===== src/park_seq_defs.svh =====
`ifndef PARK_SEQ_DEFS_SVH
`define PARK_SEQ_DEFS_SVH

// Times in their own units; cycle counts derive from the 40 MHz clock.
`define CLK_HZ 40000000
`define RESET_HOLD_MS 5
`define RESET_HOLD_CYC ((`RESET_HOLD_MS * `CLK_HZ + 999) / 1000)
`define NORMAL_PARK_MS 20
`define NORMAL_PARK_CYC ((`NORMAL_PARK_MS * `CLK_HZ) / 1000)
`define FAST_PARK_US 32
`define FAST_PARK_CYC ((`FAST_PARK_US * `CLK_HZ) / 1000000)
`define SUPPLY_HOLD_MS 50
`define SUPPLY_HOLD_CYC ((`SUPPLY_HOLD_MS * `CLK_HZ + 999) / 1000)
`define PLL_LOCK_CYC 64
`define CFG_LOAD_CYC 256
`define NORMAL_PARK_DEV_CYC 4000
`define FAST_PARK_DEV_CYC 600

`endif


===== src/park_seq_pkg.sv =====
package park_seq_pkg;
  typedef enum logic [5:0] {
    ST_RESET = 6'b00_0001,
    ST_PLL = 6'b00_0010,
    ST_LOAD = 6'b00_0100,
    ST_ON = 6'b00_1000,
    ST_PARK = 6'b01_0000,
    ST_OFF = 6'b10_0000
  } dev_state_t;
  typedef enum logic [4:0] {
    HS_HOLD = 5'b0_0001,
    HS_WAIT_INIT = 5'b0_0010,
    HS_RUN = 5'b0_0100,
    HS_PARK_WAIT = 5'b0_1000,
    HS_DONE = 5'b1_0000
  } host_state_t;
endpackage : park_seq_pkg


===== src/park_link_if.sv =====
`timescale 1ns/1ps
`default_nettype none
interface park_link_if;
  logic projector_on_request;
  logic system_reset_n;
  logic fast_park_request_n;
  logic init_busy_out;
  logic init_busy_oe_n;
  logic i2c_allowed;
  logic main_system_supply;
  logic host_io_supply;
  logic core_supply;
  // Pull-up on the init-busy line when the device lets it go.
  wire init_busy_line = init_busy_oe_n ? 1'b1 : init_busy_out;
  modport device (
    input projector_on_request,
    input system_reset_n,
    input fast_park_request_n,
    input core_supply,
    input host_io_supply,
    output init_busy_out,
    output init_busy_oe_n
  );
  modport host (
    output projector_on_request,
    output system_reset_n,
    output fast_park_request_n,
    output i2c_allowed,
    output main_system_supply,
    output host_io_supply,
    output core_supply,
    input init_busy_line
  );
endinterface : park_link_if
`default_nettype wire


===== src/park_device.sv =====
// Summary of operation
// - Projector-on high powers up and projects images.
// - Projector-on low shuts down to off state.
// - Initialization starts at system reset rising edge.
// - Init-busy driven low when initialization finishes.
// - Fast-park high before reset is released.
// - Reset held 5 ms after supplies good.
// - No host I2C until init-busy low.
// - Host stops I2C before lowering projector-on.
// - Normal park completes within 20 ms.
// - Clock and supplies kept 20 ms after.
// - During reset init-busy released, pulled high.
// - Fast-park request low starts fast park.
// - Supplies kept 32 us after fast park.
// - Core power lost: host-side outputs high impedance.
// - Main supply kept 50 ms after projector-on falls in normal park.
// - Init-busy driven high during PLL and load.
// - Projector-on not lowered before init-busy low.
// - In reset light selects, mirror reset low.
`timescale 1ns/1ps
`default_nettype none
`include "park_seq_defs.svh"
module park_device #(
  parameter int PLL_LOCK_CYC = `PLL_LOCK_CYC,
  parameter int CFG_LOAD_CYC = `CFG_LOAD_CYC,
  parameter int NORMAL_PARK_CYC = `NORMAL_PARK_DEV_CYC,
  parameter int FAST_PARK_CYC = `FAST_PARK_DEV_CYC
) (
  input wire logic clk,
  park_link_if.device link,
  output logic projecting,
  output logic mirror_array_reset_n,
  output logic light_select_0,
  output logic parked,
  output logic fast_parked,
  output logic outputs_oe_n
);
  import park_seq_pkg::*;

  // Park budgets must fit the windows the power manager guarantees.
  localparam int NP_LIMIT = `NORMAL_PARK_CYC;
  localparam int FP_LIMIT = `FAST_PARK_CYC;
  localparam int CW = 20;

  // Last counter value of a phase whose wanted length is cut to a limit.
  function automatic logic [CW-1:0] last_count(input int want, input int limit);
    int n;
    n = (want < limit) ? want : limit;
    return CW'(n - 1);
  endfunction : last_count

  localparam logic [CW-1:0] PLL_N = last_count(PLL_LOCK_CYC, PLL_LOCK_CYC);
  localparam logic [CW-1:0] LOAD_N = last_count(CFG_LOAD_CYC, CFG_LOAD_CYC);
  localparam logic [CW-1:0] NP_N = last_count(NORMAL_PARK_CYC, NP_LIMIT);
  localparam logic [CW-1:0] FP_N = last_count(FAST_PARK_CYC, FP_LIMIT);

  wire nrst = link.system_reset_n & link.core_supply;
  logic [1:0] on_sync_reg;
  logic [1:0] fp_sync_reg;
  dev_state_t state_reg;
  dev_state_t state_next;
  logic [CW-1:0] cnt_reg;
  logic [CW-1:0] cnt_next;
  logic fast_reg;
  logic fast_next;
  logic busy_reg;
  logic busy_next;
  logic drive_reg;

  // Asynchronous requests pass two flops before any logic sees them.
  always_ff @(posedge clk or negedge nrst)
  begin
    if (!nrst)
    begin
      on_sync_reg <= 2'h0;
      fp_sync_reg <= 2'h3;
    end
    else
    begin
      on_sync_reg <= {on_sync_reg[0], link.projector_on_request};
      fp_sync_reg <= {fp_sync_reg[0], link.fast_park_request_n};
    end
  end

  wire on_req = on_sync_reg[1];
  // A fault outranks the on request, so a fast park wins when both fall together.
  wire fast_req = ~fp_sync_reg[1];
  wire fast_pending = fast_req && !fast_reg;
  wire in_park = (state_reg == ST_PARK);
  wire pll_done = (state_reg == ST_PLL) && (cnt_reg == PLL_N);
  wire load_done = (state_reg == ST_LOAD) && (cnt_reg == LOAD_N);
  wire park_done = in_park && (cnt_reg == (fast_reg ? FP_N : NP_N));
  wire cnt_done = pll_done || load_done || park_done;

  always_comb
  begin
    state_next = state_reg;
    cnt_next = cnt_done ? '0 : cnt_reg + 1'b1;
    fast_next = fast_reg;
    busy_next = busy_reg;
    case (state_reg)
      ST_RESET:
      begin
        state_next = ST_PLL;
        cnt_next = '0;
      end
      ST_PLL:
        if (cnt_done)
          state_next = ST_LOAD;
      ST_LOAD:
        if (cnt_done)
        begin
          // A request dropped during initialization is only acted on once loading ends.
          state_next = on_req ? ST_ON : ST_OFF;
          busy_next = 1'b0;
        end
      ST_ON:
      begin
        cnt_next = '0;
        if (fast_req)
        begin
          state_next = ST_PARK;
          fast_next = 1'b1;
        end
        else if (!on_req)
        begin
          state_next = ST_PARK;
          fast_next = 1'b0;
        end
      end
      ST_PARK:
      begin
        // A fault during a normal park switches to the shorter fast park.
        if (fast_pending)
        begin
          fast_next = 1'b1;
          cnt_next = '0;
        end
        else if (cnt_done)
          state_next = ST_OFF;
      end
      ST_OFF:
      begin
        cnt_next = '0;
        // Restart waits until the fault flag has cleared.
        if (on_req && !fast_req)
          state_next = ST_ON;
      end
      default:
        state_next = ST_RESET;
    endcase
  end

  // Decodes of the next state, so each output flop lines up with the state it belongs to.
  wire next_on = (state_next == ST_ON);
  wire next_active = next_on || (state_next == ST_PARK);
  wire park_end = (state_next == ST_OFF) && in_park;

  always_ff @(posedge clk or negedge nrst)
  begin
    if (!nrst)
    begin
      state_reg <= ST_RESET;
      cnt_reg <= '0;
      fast_reg <= 1'b0;
      busy_reg <= 1'b1;
    end
    else
    begin
      state_reg <= state_next;
      cnt_reg <= cnt_next;
      fast_reg <= fast_next;
      busy_reg <= busy_next;
    end
  end

  // The busy line is first driven one edge after release; until then the pull-up holds it high.
  always_ff @(posedge clk or negedge nrst)
  begin
    if (!nrst)
      drive_reg <= 1'b0;
    else
      drive_reg <= 1'b1;
  end

  always_ff @(posedge clk or negedge nrst)
  begin
    if (!nrst)
    begin
      projecting <= 1'b0;
      mirror_array_reset_n <= 1'b0;
      light_select_0 <= 1'b0;
      parked <= 1'b0;
      fast_parked <= 1'b0;
    end
    else
    begin
      projecting <= next_on;
      mirror_array_reset_n <= next_active;
      light_select_0 <= next_on;
      parked <= park_end;
      fast_parked <= park_end && fast_next;
    end
  end

  // In reset the strobes and mirror reset are held low by the flops above.
  assign outputs_oe_n = ~nrst | ~link.host_io_supply;
  assign link.init_busy_out = busy_reg;
  // Released in reset or without core power so the pull-up wins.
  assign link.init_busy_oe_n = ~(drive_reg & nrst);
endmodule : park_device
`default_nettype wire


===== src/flat_wrapper.sv =====
// flat-port wrapper written by rule: the top's interface ports become plain ports
module park_device_flat import park_seq_pkg::*;
#(
  parameter int PLL_LOCK_CYC = `PLL_LOCK_CYC,
  parameter int CFG_LOAD_CYC = `CFG_LOAD_CYC,
  parameter int NORMAL_PARK_CYC = `NORMAL_PARK_DEV_CYC,
  parameter int FAST_PARK_CYC = `FAST_PARK_DEV_CYC
)
  (clk, projecting, mirror_array_reset_n, light_select_0, parked, fast_parked, outputs_oe_n, link_projector_on_request, link_system_reset_n, link_fast_park_request_n, link_core_supply, link_host_io_supply, link_init_busy_out, link_init_busy_oe_n);
  park_link_if link_i ();
  input wire logic clk;
  output logic projecting;
  output logic mirror_array_reset_n;
  output logic light_select_0;
  output logic parked;
  output logic fast_parked;
  output logic outputs_oe_n;
  input wire logic [$bits(link_i.projector_on_request)-1:0] link_projector_on_request;
  input wire logic [$bits(link_i.system_reset_n)-1:0] link_system_reset_n;
  input wire logic [$bits(link_i.fast_park_request_n)-1:0] link_fast_park_request_n;
  input wire logic [$bits(link_i.core_supply)-1:0] link_core_supply;
  input wire logic [$bits(link_i.host_io_supply)-1:0] link_host_io_supply;
  output wire logic [$bits(link_i.init_busy_out)-1:0] link_init_busy_out;
  output wire logic [$bits(link_i.init_busy_oe_n)-1:0] link_init_busy_oe_n;
  assign link_i.projector_on_request = link_projector_on_request;
  assign link_i.system_reset_n = link_system_reset_n;
  assign link_i.fast_park_request_n = link_fast_park_request_n;
  assign link_i.core_supply = link_core_supply;
  assign link_i.host_io_supply = link_host_io_supply;
  assign link_init_busy_out = link_i.init_busy_out;
  assign link_init_busy_oe_n = link_i.init_busy_oe_n;
  park_device #(.PLL_LOCK_CYC(PLL_LOCK_CYC), .CFG_LOAD_CYC(CFG_LOAD_CYC), .NORMAL_PARK_CYC(NORMAL_PARK_CYC), .FAST_PARK_CYC(FAST_PARK_CYC)) u_core (.clk(clk), .link(link_i), .projecting(projecting), .mirror_array_reset_n(mirror_array_reset_n), .light_select_0(light_select_0), .parked(parked), .fast_parked(fast_parked), .outputs_oe_n(outputs_oe_n));
endmodule

===== config.mk =====
export PLATFORM = sky130hd
export DESIGN_NAME = park_device_flat
export DESIGN_NICKNAME = d
export VERILOG_FILES = /design/src/park_seq_pkg.sv /design/src/park_link_if.sv /design/src/park_device.sv /design/src/flat_wrapper.sv
export VERILOG_INCLUDE_DIRS = /design/src
export SDC_FILE = /design/constraint.sdc
export NUM_CORES = 1
export LEC_CHECK = 0
export BUFFER_PORTS_ARGS = -buffer_cell sky130_fd_sc_hd__buf_2
export CAP_MARGIN = 5
export CELL_PAD_IN_SITES_DETAIL_PLACEMENT = 0
export CELL_PAD_IN_SITES_GLOBAL_PLACEMENT = 1
export CORE_MARGIN = 2
export CORE_UTILIZATION = 39
export CTS_BUF_LIST = sky130_fd_sc_hd__clkbuf_4
export CTS_CLUSTER_DIAMETER = 40
export DETAILED_ROUTE_END_ITERATION = 10
export PLACE_DENSITY = 0.78
export SLEW_MARGIN = 40
export SYNTH_ARGS = -nofsm -noshare
export SYNTH_HDL_FRONTEND = slang
export SYNTH_SLANG_ARGS = --single-unit

===== constraint.sdc =====
create_clock -name clk -period 2.22 [get_ports clk]
set_clock_uncertainty 0.05 [all_clocks]
set_input_delay 0.222 -clock clk [delete_from_list [all_inputs] [get_ports clk]]
set_output_delay 0.222 -clock clk [all_outputs]
set_load 0.01 [all_outputs]

==> results of run 1 <==
-- what timing repair did --
item / 4_1_cts / 5_1_grt
setup endpoints to repair: 0 / 26
endpoints found under the hold margin: 11 / 0
setup buffers: 0 / 3
hold buffers: 5 / 0
resized for setup: 0 / 8
-- cells in the mapped netlist (3+ instances only) --
library cell	n
dfrtp_1	33
nor2_1	29
nand2_1	13
nand3_1	11
xnor2_1	10
xor2_1	10
nand4_1	8
nor3_1	8
o21ai_0	8
a21oi_1	6
inv_1	5
nor4_1	5
and4_1	4
dfstp_2	4
and3_1	3
clkbuf_1	3
-- worst paths after layout --
kind | start | end | slack, ns | cells past startpoint
max | u_core.state_reg[3]$_DFF_PN0_ | u_core.cnt_reg[9]$_DFF_PN0_ | 0.12 | 6
min | u_core.fp_sync_reg[0]$_DFF_PN1_ | u_core.fp_sync_reg[1]$_DFF_PN1_ | 0.31 | 0
max reg2reg | u_core.state_reg[3]$_DFF_PN0_ | u_core.cnt_reg[9]$_DFF_PN0_ | 0.12 | 6
min reg2reg | u_core.fp_sync_reg[0]$_DFF_PN1_ | u_core.fp_sync_reg[1]$_DFF_PN1_ | 0.31 | 0
max in group asynchronous | link_core_supply | u_core.state_reg[3]$_DFF_PN0_ | 0.77 | 4
min in group asynchronous | link_system_reset_n | u_core.link.init_busy_out$_DFFE_PN1P_ | 0.47 | 3
-- cell families (layout without fill, tap and decap cells) --
family	Yosys count	after routing	synth area share, %
other cells	1	1	0.196
compound gates	28	28	11.1
buf+inv	13	40	3.86
simple gates	95	95	26.4
xor+xnor	20	20	9.16
flops	37	37	48.7
fa+ha+maj	1	1	0.654
-- worst max-delay path, cell delays in order (launching register included) --
cell      delay, ns
dfrtp_2        0.48
nor4_4         0.30
nand4_1        0.20
buf_4          0.19
a2111o_1       0.43
nand3_4        0.24
nor2_1         0.08
-- metal layers --
metal  vias up  track usage (%)  part of all wire [%]  wire length, µm
li1        745                -                     -                -
met1       708             22.2                    50             1910
met2        24             21.8                    45             1690
met3         9             3.25                   2.4               90
met4         0             7.27                   2.6              100
met5         -                0                     0                0
-- report_power, final --
group	switching, mW	internal, mW
clock network	0.215	0.133
registers	0.00366	0.680
logic	0.0187	0.0123
-- final cells by class --
type	count	area, µm²
Clock buffer	6	45.0
Timing Repair Buffer	27	183
Inverter	5	18.8
Tap cell	67	83.8
Sequential cell	37	935
Multi-Input combinational cell	145	942
Fill cell	452	2510
Clock inverter	2	10.0
-- through the flow --
stage | util (%) | std cells | instance area, µm² | setup TNS (ns)
finish | 46.9 | 289 | 2220 | 0
global placement | 43.5 | 273 | 2050 | 0
global route | 46.9 | 289 | 2220 | -0.0568
floorplan | - | 195 | 1910 | 0
detailed placement | 43.5 | 273 | 2050 | 0
CTS | 45.7 | 286 | 2160 | 0
==> summary.md, run 1 <==
| Metric | Value |
|---|---|
| GPL Wtd Cong | `0.828` |
| Leading area contributor after synthesis | `dfrtp_1` |
| Pin count of the biggest net entering global routing | `28` |
| Post-Syn Area per Cell | `9.81 µm²` |
| CP Max Fanout | `19` |
| ANT cells | `0` |
| Endpoint type of the worst setup path | `flip-flop` |
| Clock Pin Slew Worst Setup and Hold Paths | `0.11 ns` |
| H-tree levels | `2` |
| Top FF cell, synth | `dfrtp_1` |
| Final Max Tran Viols | `0` |
| Overall power | `1.06 mW` |
| P_leak | `0.981 nW` |
| Clock buffer depth | `2` |
| Area Overhead vs Synth | `15.9%` |
| Hpwl dp | `2.69 mm` |
| Fin crit share | `94.6%` |
| Netlist Area Pre-Place | `1910 µm²` |
| CTS tree | `built` |
| Post-synthesis sequential area ratio | `48.7%` |
| Global-route wire length before repair | `6.33 mm` |
| Status | `finished clean` |
| Height of the die | `74.0 µm` |
| Netlist cell types | `44` |
| Fin Hold WS | `0.313 ns` |
| CTS buffer count | `5` |
| Vias in the first global route | `1353` |
| Vias per cell | `5.14` |
| Final WS setup | `0.120 ns` |
| Synth area leaders | `dfrtp_1 (43%), nor2_1 (5.7%), dfstp_2 (5.5%), xnor2_1 (4.6%), xor2_1 (4.6%)` |
| Post-synth EDFFs | `0` |
| DRC Markers | `0` |
| Maximum VDD drop | `0.362 mV` |
| Insertion delay to the later sink of the worst-skew pair | `0.34 ns` |
| Min cycle time layout | `2.10 ns` |
| Critical Path Start Type | `flip-flop` |
| Dpl ws | `0.0869 ns` |
| # clock sinks | `37` |
| Commonest cells after routing, fill and taps aside | `dfrtp_1 (30), nor2_1 (29), nand2_1 (13), buf_2 (13), nand3_1 (11)` |
| Fmax | `476 MHz` |
| Row count | `25` |
| I/O Buffers | `13` |
| Worst EP required | `2.40 ns` |
| Hold Fails Final Rpt | `0` |
| #FFs+latches synth | `37` |
| PD cells | `479 nW/µm²` |
| Most common cell after layout, fill and taps aside | `dfrtp_1` |
| RSZ-0062 raised after global routing | `yes` |
| Worst relative slew slack | `61.7%` |
| Max FFs per register | `20` |
| YS warnings | `0` |
| Total grt overflow | `0` |
| I/O pin cnt | `14` |
| WP data arrival | `2.28 ns` |
| Maxcap violations | `0` |
| Fraction of layout cells with a size suffix above 1 | `22.1%` |
| Synth Net Count | `202` |
| WL/cell | `13.1 µm` |
| Cells after Synth | `195` |
| Drt pass-1 iters | `4` |
| Worst min path class | `reg -> reg` |
| Die area | `5480 µm²` |
| Share of the synthesized area in the top cell type | `43.2%` |
| DR iter-0 viols | `123` |
| Final setup fails | `0` |
| Final net count | `228` |
| Crit Path Category | `reg -> reg` |
| Initial antenna violation count | `0` |
| FFs w/ async S/R, synth | `100%` |
| Root Buffer | `clkbuf_4` |
| DRT antenna net count | `0` |
| Slew @ Worst Pin | `0.574 ns` |
| Die width | `74.0 µm` |
| Starting Density | `40.5%` |
| CORE AREA | `4720 µm²` |
| DRT Wirelength | `3.80 mm` |
| Via count | `1486` |
| Tot GR Track Use | `15.3%` |
No activity file was read; power rests on OpenSTA's default activity.
==> inputs of run 2 (changes only) <==
Settings changed: PLACE_DENSITY 0.78 to 0.76.
Clock period 2.22 ns to 2.6 ns, I/O delays scaled along.
==> summary.md, run 2 (synthesis gave the netlist of run 1 again) <==
| Metric | Value |
|---|---|
| GPL Wtd Cong | `0.824` |
| Fmax | `447 MHz` |
| Post-placement cell count | `268` |
| Crit Path Category | `reg -> reg` |
| Root Buffer | `clkbuf_4` |
| CORE AREA | `4720 µm²` |
| Status | `finished clean` |
| Insertion delay to the later sink of the worst-skew pair | `0.34 ns` |
| Die area | `5480 µm²` |
| Hpwl dp | `2.67 mm` |
| Maxcap violations | `0` |
| Global-route wire length before repair | `6.47 mm` |
| P_leak | `0.914 nW` |
| Slew @ Worst Pin | `0.526 ns` |
| CTS Hold Buffers Added | `2` |
| Slowest cell delay on critical path | `0.51 ns` |
| Via count | `1454` |
| Area after DPL | `2020 µm²` |
| Drt pass-1 iters | `4` |
| Clock buffer depth | `2` |
| I/O pin cnt | `14` |
| Pin count of the biggest net entering global routing | `38` |
| Overall power | `0.892 mW` |
| DRT Wirelength | `3.77 mm` |
| Vias per cell | `5.23` |
| Total grt overflow | `0` |
| RSZ-0062 raised after global routing | `no` |
| DRC Markers | `0` |
| H-tree levels | `2` |
| Final Max Tran Viols | `0` |
| CTS buffer count | `5` |
| Area Overhead vs Synth | `9.03%` |
| Setup tns final | `0 ns` |
| Final setup fails | `0` |
| CP max stage cell | `dfrtp_1` |
| Vias in the first global route | `1382` |
| DR iter-0 viols | `112` |
| Fin crit share | `86.0%` |
| Tot GR Track Use | `15.6%` |
| Die width | `74.0 µm` |
| Hold Fails Final Rpt | `0` |
| Critical path cell sequence | `nor3_1, nand4_1, a2111oi_4, nor2_1, a2111oi_2` |
| Commonest cells after routing, fill and taps aside | `dfrtp_1 (33), nor2_1 (29), nand2_1 (13), buf_2 (13), nand3_1 (11)` |
| Worst path buffer plus inverter count | `0` |
| Maximum VDD drop | `0.210 mV` |
| Max FFs per register | `20` |
| Starting Density | `40.5%` |
| Post-Layout Inst Area | `2090 µm²` |
| Setup bufs post-CTS | `0` |
| Final net count | `217` |
| Clock Pin Slew Worst Setup and Hold Paths | `0.11 ns` |
| Min cycle time layout | `2.23 ns` |
| CP Max Fanout | `9` |
| Worst min path class | `in -> async` |
| Fraction of layout cells with a size suffix above 1 | `15.2%` |
| Worst EP required | `2.78 ns` |
| Worst relative slew slack | `64.9%` |
| # clock sinks | `37` |
| WL/cell | `13.6 µm` |
| CP top delay family | `compound AO/OA/AOI/OAI gates` |
| ANT cells | `0` |
| Initial antenna violation count | `0` |
| I/O Buffers | `13` |
| Height of the die | `74.0 µm` |
| WP data arrival | `2.41 ns` |
| Most common cell after layout, fill and taps aside | `dfrtp_1` |
| DRT antenna net count | `0` |
| Post-CTS resize count | `0` |
| PD cells | `428 nW/µm²` |
| Endpoint type of the worst setup path | `flip-flop` |
| Critical Path Start Type | `flip-flop` |
| Non-Filler Instances | `278` |
| Row count | `25` |
| CTS tree | `built` |
[run 2: power breakdown]
part / switching (mW) / internal (mW)
sequential: 0.00315 / 0.581
clock: 0.188 / 0.0979
combinational: 0.0150 / 0.00754
total: 0.206 / 0.686
[run 2: final cells by class]
type,instances,area [µm²]
inverter,5,18.8
fill,478,2640
timing repair buffer,16,92.6
sequential,37,931
multi-input combinational,145,910
clock buffer,5,37.5
tap,67,83.8
clock inverter,3,12.5
[run 2: worst paths after layout]
check                                                 from                               endpoint  slack, ns  cells after the start
setup reg to reg             u_core.state_reg[5]$_DFF_PN0_           u_core.fast_parked$_DFF_PN0_       0.37                      5
min in group clk           u_core.on_sync_reg[0]$_DFF_PN0_        u_core.on_sync_reg[1]$_DFF_PN0_       0.31                      0
max in group asynchronous              link_system_reset_n  u_core.link.init_busy_out$_DFFE_PN1P_       2.09                      3
hold / removal                            link_core_supply             u_core.drive_reg$_DFF_PN0_       0.05                      3
setup / recovery             u_core.state_reg[5]$_DFF_PN0_           u_core.fast_parked$_DFF_PN0_       0.37                      5
hold reg to reg            u_core.on_sync_reg[0]$_DFF_PN0_        u_core.on_sync_reg[1]$_DFF_PN0_       0.31                      0
[run 2: metrics by stage]
step / utilization, % / hold slack, ns / setup slack (ns)
CTS: 44.2 / 0.0539 / 0.360
global placement: 42.7 / 0.287 / 0.377
detailed placement: 42.7 / 0.292 / 0.386
floorplan: - / 0.214 / 0.461
finish: 44.2 / 0.0477 / 0.365
global route: 44.2 / 0.0744 / 0.0973
[run 2: worst min-delay path, stage by stage]
cell and delay (ns):
buf_2 0.07, and2_2 0.14, buf_4 0.41
[run 2: metal layers]
| metal | track usage, % | part of all wire [%] |
|---|---|---|
| met5 | 0 | 0 |
| met4 | 5.45 | 1.8 |
| met3 | 4.47 | 3.8 |
| met2 | 23.6 | 46 |
| met1 | 21.6 | 49 |
